$ cat config.mk
export PLATFORM = sky130hd
export DESIGN_NAME = intc_core
export DESIGN_NICKNAME = d
export VERILOG_FILES = /design/src/hdl/intc_pkg.sv /design/src/hdl/intc_core.sv
export SDC_FILE = /design/constraint.sdc
export NUM_CORES = 1
export LEC_CHECK = 0
export BUFFER_PORTS_ARGS = -buffer_cell sky130_fd_sc_hd__buf_2
export CORE_MARGIN = 8
export CORE_UTILIZATION = 34
export DETAILED_ROUTE_END_ITERATION = 8
export HOLD_SLACK_MARGIN = 0.1
export PLACE_DENSITY = 0.65
export REMOVE_ABC_BUFFERS = 1
export SLEW_MARGIN = 20
export SYNTH_ARGS = -nofsm -noshare
export SYNTH_HDL_FRONTEND = slang
export SYNTH_SLANG_ARGS = --single-unit
$ cat constraint.sdc
create_clock -name i_sys_clk -period 47.2 [get_ports i_sys_clk]
set_input_delay 2.36 -clock i_sys_clk [delete_from_list [all_inputs] [get_ports i_sys_clk]]
set_output_delay 2.36 -clock i_sys_clk [all_outputs]
set_load 0.03 [all_outputs]
$ cat src/hdl/intc_pkg.sv
package intc_pkg;
	localparam int          NUM_SRC        = 19;
	localparam int          SMALL_SRC      = 11;
	localparam int          IDX_W          = 5;
	localparam int          LVL_W          = 2;
	localparam int          VEC_W          = 16;
	localparam int          NUM_PINS       = 4;
	localparam logic [15:0] VEC_RESET      = 16'h0000;
	localparam logic [15:0] VEC_FIRST      = 16'h0004;
	localparam logic [15:0] VEC_SMALL_LAST = 16'h0018;
	localparam logic [15:0] VEC_LARGE_LAST = 16'h0028;
	localparam logic [15:0] VEC_BREAK      = 16'h007E;
	localparam logic [7:0]  OPCODE_TRAP    = 8'hFF;
	localparam logic [1:0]  LVL_LOWEST     = 2'h3;
	// default priority indices
	localparam int          SRC_WDTI       = 0;
	localparam int          SRC_PIN0       = 1;
	localparam int          SRC_PIN1       = 2;
	localparam int          SRC_SHARED_TX  = 3;
	localparam int          SRC_RX         = 4;
	localparam int          SRC_RXERR      = 5;
	localparam int          SRC_T1H        = 6;
	localparam int          SRC_T0         = 7;
	localparam int          SRC_T1         = 8;
	localparam int          SRC_AD         = 9;
	localparam int          SRC_KEY        = 10;
	localparam int          SRC_PIN2       = 11;
	localparam int          SRC_PIN3       = 12;
	localparam int          SRC_T3H        = 13;
	localparam int          SRC_I2C        = 14;
	localparam int          SRC_T2         = 15;
	localparam int          SRC_T3         = 16;
	localparam int          SRC_IT         = 17;
	localparam int          SRC_CMP        = 18;
	// watchdog interval point: 3/4 of overflow count, plus 3/4 low-speed period
	localparam int          WDT_NUM        = 3;
	localparam int          WDT_SHIFT      = 2;
	localparam int          FIL_QUARTERS   = 3;
	localparam int          SYS_PERIOD_NS  = 10;
endpackage : intc_pkg

$ cat src/hdl/intc_core.sv
`timescale 1ns/1ps
module intc_core #(
	parameter int LARGE_VARIANT = 1,
	parameter int WDT_W         = 16,
	parameter int FIL_PERIOD_NS = 66667
) (
	input  wire logic                                        i_sys_clk,
	input  wire logic                                        i_rst_b,
	input  wire logic [WDT_W-1:0]                            i_wdt_count,
	input  wire logic [WDT_W-1:0]                            i_wdt_ovf_count,
	input  wire logic                                        i_serial_tx_end_irq,
	input  wire logic                                        i_clocked_serial0_irq,
	input  wire logic                                        i_simple_i2c0_irq,
	input  wire logic                                        i_serial_rx_end_irq,
	input  wire logic                                        i_clocked_serial1_irq,
	input  wire logic                                        i_serial_rx_error_irq,
	input  wire logic                                        i_timer_ch1_high_irq,
	input  wire logic                                        i_timer_ch0_irq,
	input  wire logic                                        i_timer_ch1_irq,
	input  wire logic                                        i_conversion_end_irq,
	input  wire logic                                        i_timer_ch3_high_irq,
	input  wire logic                                        i_i2c_unit_irq,
	input  wire logic                                        i_timer_ch2_irq,
	input  wire logic                                        i_timer_ch3_irq,
	input  wire logic                                        i_interval_timer_irq,
	input  wire logic                                        i_comparator_edge_irq,
	input  wire logic [intc_pkg::NUM_PINS-1:0]               i_pin_edge_irq,
	input  wire logic                                        i_key_return_irq_b,
	input  wire logic [intc_pkg::NUM_PINS-1:0]               i_rise_en,
	input  wire logic [intc_pkg::NUM_PINS-1:0]               i_fall_en,
	input  wire logic [intc_pkg::NUM_SRC-1:0]                i_mask,
	input  wire logic [intc_pkg::LVL_W*intc_pkg::NUM_SRC-1:0] i_level,
	input  wire logic                                        i_ie,
	input  wire logic [intc_pkg::LVL_W-1:0]                  i_isp,
	input  wire logic                                        i_int_ack,
	input  wire logic                                        i_break_instruction,
	input  wire logic                                        i_opcode_valid,
	input  wire logic [7:0]                                  i_opcode,
	input  wire logic                                        i_debug_active,
	input  wire logic                                        i_reset_pin_b,
	input  wire logic                                        i_selectable_power_on_reset,
	input  wire logic                                        i_watchdog_overflow_reset,
	output logic                                             o_int_req,
	output logic                                             o_int_soft,
	output logic [intc_pkg::VEC_W-1:0]                       o_int_vector,
	output logic [intc_pkg::LVL_W-1:0]                       o_int_level,
	output logic                                             o_standby_release,
	output logic                                             o_reset_req,
	output logic [intc_pkg::VEC_W-1:0]                       o_reset_vector,
	output logic [intc_pkg::NUM_SRC-1:0]                     o_pending
);
	localparam int N       = intc_pkg::NUM_SRC;
	localparam int ACT_N   = (LARGE_VARIANT != 0) ? intc_pkg::NUM_SRC : intc_pkg::SMALL_SRC;
	localparam int DLY_NS  = (FIL_PERIOD_NS * intc_pkg::FIL_QUARTERS + 3) / 4;
	localparam int DLY_CYC = (DLY_NS + intc_pkg::SYS_PERIOD_NS - 1) / intc_pkg::SYS_PERIOD_NS;
	localparam int DLY_W   = $clog2(DLY_CYC + 2);
	localparam int SYNC_N  = intc_pkg::NUM_PINS + 2;

	typedef logic [intc_pkg::IDX_W-1:0] idx_t;

	// found, level, index of the best candidate
	function automatic logic [intc_pkg::IDX_W+intc_pkg::LVL_W:0] pick
		(input logic [N-1:0] cand, input logic [intc_pkg::LVL_W*N-1:0] lvl);
		logic                      found;
		logic [intc_pkg::LVL_W-1:0] best_l;
		idx_t                      best_i;
		found  = 1'b0;
		best_l = intc_pkg::LVL_LOWEST;
		best_i = '0;
		for (int k = N - 1; k >= 0; k--)
		begin
			// walking down with <= lets the lower index win a tie
			if (cand[k] && (!found || lvl[k*intc_pkg::LVL_W +: intc_pkg::LVL_W] <= best_l))
			begin
				found  = 1'b1;
				best_l = lvl[k*intc_pkg::LVL_W +: intc_pkg::LVL_W];
				best_i = idx_t'(k);
			end
		end
		return {found, best_l, best_i};
	endfunction : pick

	function automatic logic [intc_pkg::VEC_W-1:0] vec_of(input idx_t idx);
		return intc_pkg::VEC_FIRST + {10'h000, idx, 1'b0};
	endfunction : vec_of

	////////////////////////////////////////////////////////////////////////////
	// pin synchronisers and edge detection
	logic [SYNC_N-1:0] sync1_q;
	logic [SYNC_N-1:0] sync2_q;
	logic [SYNC_N-1:0] sync3_q;
	logic [intc_pkg::NUM_PINS-1:0] pin_evt;
	logic              key_evt;

	always_ff @(posedge i_sys_clk or negedge i_rst_b)
	begin
		if (!i_rst_b)
		begin
			sync1_q <= {SYNC_N{1'b1}};
			sync2_q <= {SYNC_N{1'b1}};
			sync3_q <= {SYNC_N{1'b1}};
		end
		else
		begin
			sync1_q <= {i_reset_pin_b, i_key_return_irq_b, i_pin_edge_irq};
			sync2_q <= sync1_q;
			sync3_q <= sync2_q;
		end
	end

	assign pin_evt = (sync2_q[intc_pkg::NUM_PINS-1:0] & ~sync3_q[intc_pkg::NUM_PINS-1:0] & i_rise_en)
		| (~sync2_q[intc_pkg::NUM_PINS-1:0] & sync3_q[intc_pkg::NUM_PINS-1:0] & i_fall_en);
	// key return lines are pulled up; a key press pulls low
	assign key_evt = ~sync2_q[intc_pkg::NUM_PINS] & sync3_q[intc_pkg::NUM_PINS];

	////////////////////////////////////////////////////////////////////////////
	// watchdog interval point
	logic [WDT_W+1:0] wdt_thr;
	logic             wdt_match_q;
	logic [DLY_W-1:0] wdt_dly_q;
	logic             wdt_evt;

	assign wdt_thr = ({2'b00, i_wdt_ovf_count} * (WDT_W+2)'(intc_pkg::WDT_NUM)) >> intc_pkg::WDT_SHIFT;

	always_ff @(posedge i_sys_clk or negedge i_rst_b)
	begin
		if (!i_rst_b)
		begin
			wdt_match_q <= 1'b0;
			wdt_dly_q   <= '0;
		end
		else
		begin
			wdt_match_q <= ({2'b00, i_wdt_count} == wdt_thr);
			// the extra 3/4 low-speed period is timed in system clocks
			if (({2'b00, i_wdt_count} == wdt_thr) && !wdt_match_q && wdt_dly_q == '0)
				wdt_dly_q <= DLY_W'(DLY_CYC);
			else if (wdt_dly_q != '0)
				wdt_dly_q <= wdt_dly_q - DLY_W'(1);
		end
	end

	assign wdt_evt = (wdt_dly_q == DLY_W'(1));

	////////////////////////////////////////////////////////////////////////////
	// request flags
	logic [N-1:0] raw_req;
	logic [N-1:0] act_src;
	logic [N-1:0] flag_q;
	logic [N-1:0] cand;
	logic [intc_pkg::IDX_W+intc_pkg::LVL_W:0] best;
	logic         ack_mask;
	idx_t         ack_idx_q;

	always_comb
	begin
		raw_req                         = '0;
		raw_req[intc_pkg::SRC_WDTI]     = wdt_evt;
		raw_req[intc_pkg::SRC_PIN0]     = pin_evt[0];
		raw_req[intc_pkg::SRC_PIN1]     = pin_evt[1];
		raw_req[intc_pkg::SRC_SHARED_TX] = i_serial_tx_end_irq | i_clocked_serial0_irq
			| i_simple_i2c0_irq;
		raw_req[intc_pkg::SRC_RX]       = i_serial_rx_end_irq
			| (i_clocked_serial1_irq && LARGE_VARIANT != 0);
		raw_req[intc_pkg::SRC_RXERR]    = i_serial_rx_error_irq;
		raw_req[intc_pkg::SRC_T1H]      = i_timer_ch1_high_irq;
		raw_req[intc_pkg::SRC_T0]       = i_timer_ch0_irq;
		raw_req[intc_pkg::SRC_T1]       = i_timer_ch1_irq;
		raw_req[intc_pkg::SRC_AD]       = i_conversion_end_irq;
		raw_req[intc_pkg::SRC_KEY]      = key_evt;
		raw_req[intc_pkg::SRC_PIN2]     = pin_evt[2];
		raw_req[intc_pkg::SRC_PIN3]     = pin_evt[3];
		raw_req[intc_pkg::SRC_T3H]      = i_timer_ch3_high_irq;
		raw_req[intc_pkg::SRC_I2C]      = i_i2c_unit_irq;
		raw_req[intc_pkg::SRC_T2]       = i_timer_ch2_irq;
		raw_req[intc_pkg::SRC_T3]       = i_timer_ch3_irq;
		raw_req[intc_pkg::SRC_IT]       = i_interval_timer_irq;
		raw_req[intc_pkg::SRC_CMP]      = i_comparator_edge_irq;
	end

	// only a maskable acknowledge clears a flag
	assign ack_mask = i_int_ack && o_int_req && !o_int_soft;

	genvar g;
	generate
		for (g = 0; g < N; g++)
		begin : g_flag
			assign act_src[g] = (g < ACT_N);
			always_ff @(posedge i_sys_clk or negedge i_rst_b)
			begin
				if (!i_rst_b)
					flag_q[g] <= 1'b0;
				else if (raw_req[g] && act_src[g])
					flag_q[g] <= 1'b1;
				else if (ack_mask && ack_idx_q == idx_t'(g))
					flag_q[g] <= 1'b0;
			end
		end
	endgenerate

	assign cand = flag_q & ~i_mask & act_src;
	assign best = pick(cand, i_level);

	////////////////////////////////////////////////////////////////////////////
	// software break
	logic break_pend_q;

	always_ff @(posedge i_sys_clk or negedge i_rst_b)
	begin
		if (!i_rst_b)
			break_pend_q <= 1'b0;
		else if (i_break_instruction)
			break_pend_q <= 1'b1;
		else if (i_int_ack && o_int_req && o_int_soft)
			break_pend_q <= 1'b0;
	end

	////////////////////////////////////////////////////////////////////////////
	// presentation to the core
	logic [intc_pkg::LVL_W-1:0] best_l;
	idx_t                       best_i;
	logic                       best_ok;

	assign best_l  = best[intc_pkg::IDX_W +: intc_pkg::LVL_W];
	assign best_i  = best[intc_pkg::IDX_W-1:0];
	assign best_ok = best[intc_pkg::IDX_W+intc_pkg::LVL_W] && i_ie && (best_l <= i_isp);

	always_ff @(posedge i_sys_clk or negedge i_rst_b)
	begin
		if (!i_rst_b)
		begin
			o_int_req    <= 1'b0;
			o_int_soft   <= 1'b0;
			o_int_vector <= intc_pkg::VEC_RESET;
			o_int_level  <= intc_pkg::LVL_LOWEST;
			ack_idx_q    <= '0;
		end
		else if (i_int_ack)
		begin
			// the flags settle this edge; offer again one cycle later
			o_int_req <= 1'b0;
		end
		else if (break_pend_q)
		begin
			o_int_req    <= 1'b1;
			o_int_soft   <= 1'b1;
			o_int_vector <= intc_pkg::VEC_BREAK;
		end
		else
		begin
			o_int_req    <= best_ok;
			o_int_soft   <= 1'b0;
			o_int_vector <= vec_of(best_i);
			o_int_level  <= best_l;
			ack_idx_q    <= best_i;
		end
	end

	always_ff @(posedge i_sys_clk or negedge i_rst_b)
	begin
		if (!i_rst_b)
		begin
			o_standby_release <= 1'b0;
			o_pending         <= '0;
		end
		else
		begin
			// wakes the core whatever the global enable says
			o_standby_release <= |cand;
			o_pending         <= flag_q;
		end
	end

	////////////////////////////////////////////////////////////////////////////
	// reset sources
	logic trap;

	assign trap = i_opcode_valid && (i_opcode == intc_pkg::OPCODE_TRAP) && !i_debug_active;

	always_ff @(posedge i_sys_clk or negedge i_rst_b)
	begin
		if (!i_rst_b)
		begin
			o_reset_req    <= 1'b0;
			o_reset_vector <= intc_pkg::VEC_RESET;
		end
		else
		begin
			o_reset_req    <= !sync2_q[SYNC_N-1] || i_selectable_power_on_reset
				|| i_watchdog_overflow_reset || trap;
			o_reset_vector <= intc_pkg::VEC_RESET;
		end
	end

	////////////////////////////////////////////////////////////////////////////
	// checks
	chk_break_taken: assert property (@(posedge i_sys_clk) disable iff (!i_rst_b)
		break_pend_q && !i_int_ack |=> o_int_req && o_int_soft
			&& o_int_vector == intc_pkg::VEC_BREAK)
		else $error("break not offered at its vector");

	chk_break_no_level: assert property (@(posedge i_sys_clk) disable iff (!i_rst_b)
		i_break_instruction && !i_ie ##1 !i_int_ack |=> o_int_req && o_int_soft)
		else $error("break blocked by enable or level");

	chk_vec_range: assert property (@(posedge i_sys_clk) disable iff (!i_rst_b)
		o_int_req && !o_int_soft |-> o_int_vector >= intc_pkg::VEC_FIRST
			&& o_int_vector <= ((LARGE_VARIANT != 0) ? intc_pkg::VEC_LARGE_LAST
			: intc_pkg::VEC_SMALL_LAST) && !o_int_vector[0])
		else $error("maskable vector outside table");

	chk_level_gate: assert property (@(posedge i_sys_clk) disable iff (!i_rst_b)
		$rose(o_int_req) && !o_int_soft |-> $past(i_ie) && o_int_level <= $past(i_isp))
		else $error("request offered above in-service level");

	chk_flag_hold: assert property (@(posedge i_sys_clk) disable iff (!i_rst_b)
		flag_q[intc_pkg::SRC_T0] && !(ack_mask && ack_idx_q == idx_t'(intc_pkg::SRC_T0))
			|=> flag_q[intc_pkg::SRC_T0])
		else $error("flag dropped without acknowledge");

	chk_shared_src: assert property (@(posedge i_sys_clk) disable iff (!i_rst_b)
		i_clocked_serial0_irq || i_simple_i2c0_irq |=> flag_q[intc_pkg::SRC_SHARED_TX])
		else $error("shared source flag not set");

	chk_timer_split: assert property (@(posedge i_sys_clk) disable iff (!i_rst_b)
		i_timer_ch1_high_irq ##1 !i_mask[intc_pkg::SRC_T1H] && (o_pending == '0)
			&& !break_pend_q && i_ie && !i_int_ack && i_level[2*intc_pkg::SRC_T1H +: 2] <= i_isp
			|=> o_int_req && o_int_vector == 16'h0010)
		else $error("high byte timer vector wrong");

	chk_standby_wake: assert property (@(posedge i_sys_clk) disable iff (!i_rst_b)
		|(flag_q & ~i_mask & act_src) |=> o_standby_release)
		else $error("standby release missing");

	chk_trap_reset: assert property (@(posedge i_sys_clk) disable iff (!i_rst_b)
		i_opcode_valid && i_opcode == intc_pkg::OPCODE_TRAP && !i_debug_active
			|=> o_reset_req && o_reset_vector == intc_pkg::VEC_RESET)
		else $error("illegal opcode did not reset");

endmodule : intc_core

# Yosys cells after proc, flatten, opt, wreduce, memory -nomap -nowiden
# Index checks and enable logic that the tools add are counted.
# Widths: inputs -> output; s select.
[word_totals]
regBits = 97
in_bits = 138
output_inout_bits = 57
word_cells = 310
[op_classes]
addsub = 2
multipliers = 1
n_lt_le_gt_ge = 19
eq_ne = 21
n_mux = 103
bitwise_logic = 16
reduce_logical = 115
[op_table]
columns = ["operator", "count"]
rows = [
  ["$mux 5", 19],
  ["$mux 1", 62],
  ["$logic_and 1x1->1", 46],
  ["$reduce_bool 2->1", 21],
  ["$eq 5x4->1 const B", 8],
  ["$le 2x2->1", 19],
  ["$mux 2", 19],
  ["$mux 13", 2],
  ["$logic_not 1->1", 22],
  ["$logic_or 1x1->1", 21],
  ["$eq 5x3->1 const B", 4],
  ["$and 19x19->19", 1],
  ["$not 19->19", 1],
  ["$reduce_or 19->1", 1],
  ["$mul 16x2->18 const B", 1],
  ["$and 4x4->4", 4],
  ["$eq 16x16->1", 1],
  ["$mux 16", 1],
  ["$eq 5x5->1 const B", 3],
  ["$eq 13x1->1 const B", 1],
  ["$logic_not 13->1", 1],
  ["$reduce_bool 13->1", 1],
  ["$sub 13x1->13 const B", 1],
  ["$eq 5x2->1 const B", 2],
  ["other kinds (10)", 15],
]

# Longest topological paths before layout
# Gate-level depths: netlist (run 1).
[logic_depth]
word_depth = 79
depth_mapped = 133
ltp_nobuf = 132

# Least setup slack after synthesis (run 1)
# No wires, ideal clock.
[synth_timing]
path_type = "input -> register"
start = "input port i_mask[18] (netlist bit)"
end = "register o_int_req"
setup_time_ns = 0.072
arrival_ns = 23.026
required_ns = 47.128
setup_slack_ns = 24.102
path_stages = 120
path_buffers = 1
path_cell_list = "nor2b_4 buf_6 nor2b_1 ha_1 nor2b_1 o211ai_1 a21boi_0 or2_2 ha_1 nor2b_1 o221ai_2 and2_4 o31a_1 ha_1 nor2b_1 o21ai_0 o21ai_1 mux2_2 [... 84 more ...] nor2_1 nor2_1 nor2_1 a22oi_1 o21a_1 o21ai_0 ha_1 nand2_1 o21ai_0 a21oi_1 nor2_1 a21o_1 a2bb2oi_2 ha_1 nor2b_1 o21ai_0 a31oi_1 nor2_1"
[synth_via]
elab_chain_cells = 79
word_cells_on_any_way = 117
cone_classes = "order compare: 19; mux: 40; bitwise: 2; reduce/logical: 56"
[synth_lines]
columns = ["element", "line_no", "source"]
rows = [
  ["start, declared", "intc_core.sv:31", "input wire logic [intc_pkg::NUM_SRC-1:0] i_mask,"],
  ["$not 19->19 (*)", "intc_core.sv:201", "assign cand = flag_q & ~i_mask & act_src;"],
  ["$and 19x19->19 (*)", "intc_core.sv:201", ""],
  ["$mux 2 or $mux 1 (tied branches)", "intc_core.sv:73", "if (cand[k] && (!found || lvl[k*intc_pkg::LVL_W +: intc_pkg::LVL_W] <= best_l))"],
  ["$le 2x2->1 or $logic_not 1->1 (tied branches)", "intc_core.sv:73", ""],
  ["$logic_or 1x1->1", "intc_core.sv:73", ""],
  ["$logic_and 1x1->1", "intc_core.sv:73", ""],
  ["$mux 2 or $mux 1 (tied branches)", "intc_core.sv:73", ""],
  ["$le 2x2->1 or $logic_not 1->1 (tied branches)", "intc_core.sv:73", ""],
  ["[... 64 more ...]", "--", ""],
  ["$logic_or 1x1->1", "intc_core.sv:73", ""],
  ["$logic_and 1x1->1", "intc_core.sv:73", ""],
  ["$mux 2 (*)", "intc_core.sv:73", ""],
  ["named net best, one bit", "intc_core.sv:151", "logic [intc_pkg::IDX_W+intc_pkg::LVL_W:0] best;"],
  ["$le 2x2->1 (*)", "intc_core.sv:226", "assign best_ok = best[intc_pkg::IDX_W+intc_pkg::LVL_W] && i_ie && (best_l <= i_isp);"],
  ["$logic_and 1x1->1 (*)", "intc_core.sv:226", ""],
  ["$mux 1 (*)", "intc_core.sv:243", "else if (break_pend_q)"],
  ["$mux 1 (*)", "intc_core.sv:238", "else if (i_int_ack)"],
  ["end signal, assigned", "intc_core.sv:251", "o_int_req <= best_ok;"],
  ["end, declared", "intc_core.sv:43", "output logic o_int_req,"],
]
# The timed path passes the listed nets; every way through them passes the cells marked *.
# A chain may end at the register's enable or synchronous reset.

# Worst setup path after layout (run 1)
# Ends and elaborated chain as after synthesis.

==> impl_metrics.csv, run 1 <==
group,metric,value,unit
logic_synthesis,synth_ff_type,"dfrtp_1",
global_route,grt_max_degree,75,
timing,slew_headroom,38.1,%
global_route,grt_overflow,0,
drt,dr.first_iter.drc_count,381,
die,start_util,34.7,%
logic_synthesis,ys_async_sr_fraction,100,%
cells_and_area,stdcell_count,1149,
placed_design,portBuffers,168,
logic_synthesis,yosysWarnings,0,
clock_network,hold_buffers,0,
drt,routed_wirelength,18800,um
timing,slew_viol_final,0,
power,p_leak,3.48,nW
worst_setup_path,path_common_cell,"ha_1",
logic_synthesis,synthTopCellsByCount,"72 x nand2_1, 68 x dfrtp_1, 57 x o21ai_0, 56 x ha_1, 45 x nor2_1",
drt,vias,5951,
drt,drtAntennaViolNets,0,
placed_design,post-dp-hpwl,15600,um
logic_synthesis,ys_ff_latch,87,
logic_synthesis,synth_area_per_cell,8.80,um2
die,die_w,154,um
timing,worst_pin_slew,0.928,ns
cells_and_area,area_growth,20.2,%
min_path,hold_path.class,"reg -> reg",
worst_setup_path,worst_setup_path_start_kind,"input pin",
timing,post-route-min-period,26.02,ns
clock_network,clkSinkCount,87,
worst_setup_path,r2r_slack,22.90,ns
logic_synthesis,synth_cell_type_count,83,
status,status,"completed",
worst_setup_path,cpMaxStageDelayCell,"nor3_1",
cells_and_area,fin_util,41.8,%
global_route,antenna_found_initial,0,
power,powerDensity,53.9,nW/um2
clock_network,htreeDepth,3,
drt,drcViolationCount,0,
timing,rsz0062_at_grt,"false",
timing,finalSetupViolations,0,
worst_setup_path,slowest_delay,0.51,ns
global_route,grt_pass1_vias,6020,
drt,dr.pass1.iters,5,
drt,vias_per_cell,5.18,
clock_network,post_cts_resized,0,
die,core,18700,um2
logic_synthesis,syn-cell-area,6500,um2
clock_network,cts_root_buf,"clkbuf_16",
die,die_area,23800,um2
worst_setup_path,cp-end-kind,"register",
global_route,grt_pass1_wl,30100,um
clock_network,cts_buffer_depth,2,
timing,period_share,55.1,%
worst_setup_path,path_max_fanout,9,
logic_synthesis,synth-seq-area-share,33.9,%
timing,fin_skew,0.00711,ns
logic_synthesis,yosys.area.top_type_share,26.2,%
worst_setup_path,cp.arrival,26.30,ns
clock_network,cts_buffers,9,
timing,setup_slack,21.18,ns
cells_and_area,drive_gt1_share,25.6,%
drt,wl_per_cell,16.3,um
logic_synthesis,ys_top_cells_by_area,"dfrtp_1 26%, ha_1 11%, dfstp_2 7.7%",
global_route,grt_use_total,15.4,%
timing,hold_viol_final,0,
logic_synthesis,synth_most_common_cell,"nand2_1",
logic_synthesis,synth_area_leader_cell,"dfrtp_1",
die,die_h,154,um
placed_design,place_area,7500,um2
worst_setup_path,criticalPathCategory,"in -> reg",
clock_network,clkTransAtPathRegs,0.07,ns
cells_and_area,diodes,0,
timing,fmax,0.0384,GHz
placed_design,routabilityCongestion,1.03,
worst_setup_path,worstPathRequired,47.48,ns
power,vdd_drop_max,24.2,uV
run,maxCapViolCount,0,
die,num_io_pins,195,
timing,fin_tns_setup,0,ns
logic_synthesis,synth_edf_count,0,
placed_design,dp.cells,1133,
placed_design,place_ws,21.19,ns
clock_network,postCtsSetupBuffers,0,
clock_network,worstSkewPairLatency,0.34,ns
cells_and_area,fin_area,7810,um2
die,std_cell_rows,50,
logic_synthesis,synthCells,739,
clock_network,cts_tree,"built",
cells_and_area,nets,1105,
power by group:
group          total (W)  internal [W]  switching [W]
sequential     0.0000906     0.0000836     0.00000708
clock          0.0000740     0.0000440      0.0000300
combinational   0.000257      0.000106       0.000151
total           0.000421      0.000233       0.000188
layout make-up:
type                            count  area, um2
Clock buffer                       12        256
Multi-Input combinational cell    598       3990
Sequential cell                    87       2200
Tap cell                          234        293
Clock inverter                      4       53.8
Inverter                           45        169
Fill cell                        1859      10900
Timing Repair Buffer              169        851
routing by layer:
metal / wire length [um] / vias to the layer above / GRT usage (%)
li1: - / 2953 / -
met2: 8890 / 201 / 25.5
met3: 1280 / 33 / 3.57
met5: 0 / - / 0
met1: 8120 / 2764 / 19.2
met4: 494 / 0 / 5.97
stage by stage:
step / total power [W] / hold slack (ns)
2_1_floorplan: 0.000286 / 0.345
3_3_place_gp: 0.000340 / 0.345
3_5_place_dp: 0.000345 / 0.347
4_1_cts: 0.000422 / 0.356
5_1_grt: 0.000464 / 0.360
6_report: 0.000421 / 0.356
flip-flops by register name, summed over array words and instances (netlist names):
| signal | cells |
|---|---|
| flag_q | 19 |
| o_pending | 19 |
| wdt_dly_q | 13 |
| o_int_vector | 6 |
| sync1_q | 6 |
| sync2_q | 6 |
| ack_idx_q | 5 |
| sync3_q | 5 |
| o_int_level | 2 |
| break_pend_q | 1 |
| o_int_req | 1 |
| o_int_soft | 1 |
| o_reset_req | 1 |
| o_standby_release | 1 |
| wdt_match_q | 1 |
worst paths after layout:
| check | start | to | cells past startpoint |
|---|---|---|---|
| min reg2reg | sync1_q[4] | sync2_q[4] | 0 |
| max in group asynchronous | i_rst_b | wdt_dly_q[12] | 2 |
| min in group asynchronous | i_rst_b | o_int_vector[1] | 1 |
| max reg2reg | flag_q[18] | o_int_req | 119 |
| min | sync1_q[4] | sync2_q[4] | 0 |
| max | i_mask[18] | o_int_req | 120 |
worst max-delay path, delay by kind of cell:
family | cells | cell delay (ns)
mux | 3 | 1.13
compound gates | 55 | 10.89
fa+ha+maj | 19 | 5.24
simple gates | 41 | 6.47
buf+inv | 2 | 0.18
logic make-up after synthesis:
family	share of synthesized area (%)
fa+ha+maj	11.1
xor+xnor	4.18
flops	33.9
simple gates	21.7
other cells	0.0577
mux	1.19
compound gates	21.6
buf+inv	6.26
placed cells by master (no fill, tap or decap), types with 3 or more instances in the layout:
| master | synthesis | routed |
|---|---|---|
| or2_2 | 4 | 4 |
| o31ai_1 | 5 | 5 |
| buf_2 | 1 | 167 |
| a21oi_2 | 3 | 3 |
| mux2_2 | 6 | 6 |
| o211ai_1 | 9 | 9 |
| nor3_1 | 16 | 16 |
| o21bai_1 | 4 | 4 |
| a21oi_1 | 37 | 37 |
| conb_1 | 1 | 26 |
| dfstp_2 | 19 | 19 |
| nor2_1 | 45 | 45 |
| dfrtp_1 | 68 | 68 |
| a31o_2 | 3 | 3 |
| and2_1 | 9 | 9 |
| nand2b_1 | 18 | 18 |
| or3_1 | 3 | 3 |
| xnor2_1 | 17 | 17 |
| a2111oi_0 | 4 | 4 |
| o211a_1 | 3 | 3 |
| nand4_1 | 9 | 9 |
| o31a_1 | 5 | 5 |
| nand3_1 | 20 | 20 |
| nand2_1 | 72 | 72 |
| a31oi_1 | 7 | 7 |
| a21o_1 | 17 | 17 |
| and3_1 | 3 | 3 |
| a221oi_1 | 3 | 3 |
| clkbuf_16 | 0 | 9 |
| xor2_1 | 14 | 14 |
| inv_1 | 44 | 44 |
| ha_1 | 56 | 56 |
| o21a_1 | 11 | 11 |
| nor4_1 | 14 | 14 |
| nand3b_1 | 6 | 6 |
| nor2b_1 | 40 | 40 |
| o21ai_0 | 57 | 57 |
(Power assumes the default switching activity.)
==> run 2, diff against run 1 <==
--- a/config.mk
+++ b/config.mk
@@ -10,7 +10,7 @@
 export CORE_UTILIZATION = 34
 export DETAILED_ROUTE_END_ITERATION = 8
 export HOLD_SLACK_MARGIN = 0.1
-export PLACE_DENSITY = 0.65
+export PLACE_DENSITY = 0.67
 export REMOVE_ABC_BUFFERS = 1
 export SLEW_MARGIN = 20
 export SYNTH_ARGS = -nofsm -noshare
==> constraint.sdc (replaced) <==
create_clock -name i_sys_clk -period 21.8 [get_ports i_sys_clk]
set_input_delay 1.09 -clock i_sys_clk [delete_from_list [all_inputs] [get_ports i_sys_clk]]
set_output_delay 1.09 -clock i_sys_clk [all_outputs]
set_load 0.03 [all_outputs]
==> impl_metrics.csv, run 2 (synthesis gave the netlist of run 1 again) <==
group,metric,value,unit
status,status,"completed",
min_path,worstHoldStart,"sync1_q[4]",
die,die_w,154,um
die,std_cell_rows,50,
cells_and_area,num-fill-cells,1800,
timing,slew_viol_final,0,
worst_setup_path,worst_setup_path_start_kind,"input pin",
timing,post-route-min-period,21.01,ns
worst_setup_path,r2r_start,"flag_q[18]",
clock_network,htreeDepth,3,
placed_design,post-dp-hpwl,16400,um
cells_and_area,area_growth,38.0,%
drt,wl_per_cell,16.5,um
drt,drtAntennaViolNets,0,
worst_setup_path,worstPathRequired,22.03,ns
cells_and_area,drive_gt1_share,39.2,%
timing,worst_pin_slew,0.884,ns
worst_setup_path,crit_buf_inv,5,
clock_network,cts_buffers,9,
power,vdd_drop_max,69.5,uV
placed_design,place_ws,-1.12,ns
worst_setup_path,path_max_fanout,5,
cells_and_area,final_common_cell,"buf_2",
timing,fin_skew,0.0102,ns
worst_setup_path,critPathLaunch,"i_mask[18]",
worst_setup_path,criticalPathCategory,"in -> reg",
drt,dr.first_iter.drc_count,303,
global_route,grt_pass1_vias,6345,
die,die_area,23800,um2
die,start_util,34.7,%
power,p_leak,4.06,nW
clock_network,worstSkewPairLatency,0.35,ns
min_path,hold_path.class,"reg -> reg",
power,powerDensity,139,nW/um2
placed_design,routabilityCongestion,0.918,
cells_and_area,final_cell_mix,"167 x buf_2, 99 x buf_4, 68 x nand2_1, 68 x dfrtp_1, 49 x ha_1",
worst_setup_path,path_common_cell,"ha_1",
die,num_io_pins,195,
clock_network,cts_buffer_depth,2,
drt,routed_wirelength,20600,um
worst_setup_path,cpMaxStageDelayCell,"a221o_2",
drt,vias,6418,
cells_and_area,nets,1204,
global_route,grt_use_total,16.1,%
worst_setup_path,slowest_delay,0.39,ns
global_route,grt_overflow,0,
drt,vias_per_cell,5.13,
timing,slew_headroom,41.0,%
global_route,antenna_found_initial,1,
timing,fmax,0.0476,GHz
clock_network,cts_tree,"built",
run,maxCapViolCount,0,
global_route,grt_pass1_wl,31100,um
worst_setup_path,cp-end-kind,"register",
cells_and_area,fin_area,8970,um2
placed_design,place_area,8030,um2
drt,drcViolationCount,0,
clock_network,cts_root_buf,"clkbuf_16",
cells_and_area,largestRegisters,"flag_q x19, o_pending x19, wdt_dly_q x13",
timing,setup_slack,0.791,ns
power,p_total,0.00125,W
clock_network,clkSinkCount,87,
placed_design,portBuffers,168,
clock_network,clkTransAtPathRegs,0.07,ns
worst_setup_path,cp_top_family,"compound AO/OA/AOI/OAI gates",
global_route,grt_max_degree,71,
worst_setup_path,cp.arrival,21.24,ns
timing,hold_viol_final,0,
timing,finalSetupViolations,0,
die,die_h,154,um
die,core,18700,um2
drt,dr.pass1.iters,5,
timing,fin_tns_setup,0,ns
timing,period_share,96.4,%
-- run 2: cell types whose count changed in the layout (fill, tap and decap cells not counted), moves of 8 or more --
cell / delta
o21ai_0: -23
o21ai_2: +15
a21oi_1: -9
buf_4: +97
a21oi_2: +8
o21ai_1: +8
-- run 2: final timing paths --
path,depth (start not counted),slack (ns),end
min in group asynchronous,1,0.60,o_standby_release
max reg2reg,123,1.24,o_int_req
min,0,0.36,sync2_q[4]
min reg2reg,0,0.36,sync2_q[4]
max in group asynchronous,2,20.04,wdt_dly_q[0]
max,124,0.79,o_int_req
-- run 2: report_power, final --
part	switching (W)	total [W]	internal (W)	leakage [nW]
clock	0.0000704	0.000172	0.000102	0.153
combinational	0.000429	0.000877	0.000448	3.03
sequential	0.0000156	0.000196	0.000181	0.876
total	0.000514	0.00125	0.000731	4.06
-- run 2: per-layer routing --
metal	GRT usage, %	vias to the layer above	wire, um	share of wire [%]
li1	-	3165	-	-
met3	4.51	40	1440	7.0
met1	19.1	2997	8580	42
met4	5.04	0	534	2.6
met5	0	-	0	0
met2	27.5	216	10000	49
-- run 2: timing repair --
item	in CTS	in global routing
buffers inserted	5	23
pin swaps	5	43
endpoints found under the setup margin	13	13
hold buffers	0	0
resized for setup	18	91
-- run 2: layout make-up --
type | instances | area, um2 | area share (%)
antenna | 2 | 5.00 | 0.0558
clock buffer | 9 | 225 | 2.51
clock inverter | 7 | 101 | 1.13
inverter | 45 | 169 | 1.88
multi-input combinational | 598 | 4370 | 48.8
sequential | 87 | 2200 | 24.5
tap | 234 | 293 | 3.26
timing repair buffer | 268 | 1600 | 17.9
-- run 2: metrics by stage --
| step | util (%) | hold WS (ns) | std cells |
|---|---|---|---|
| after CTS | 45.0 | 0.357 | 1225 |
| after floorplan | - | 0.345 | 730 |
| final | 47.9 | 0.356 | 1250 |
| after detailed placement | 42.9 | 0.347 | 1204 |
| after global routing | 47.9 | 0.360 | 1249 |
| after global placement | 42.9 | 0.346 | 1204 |
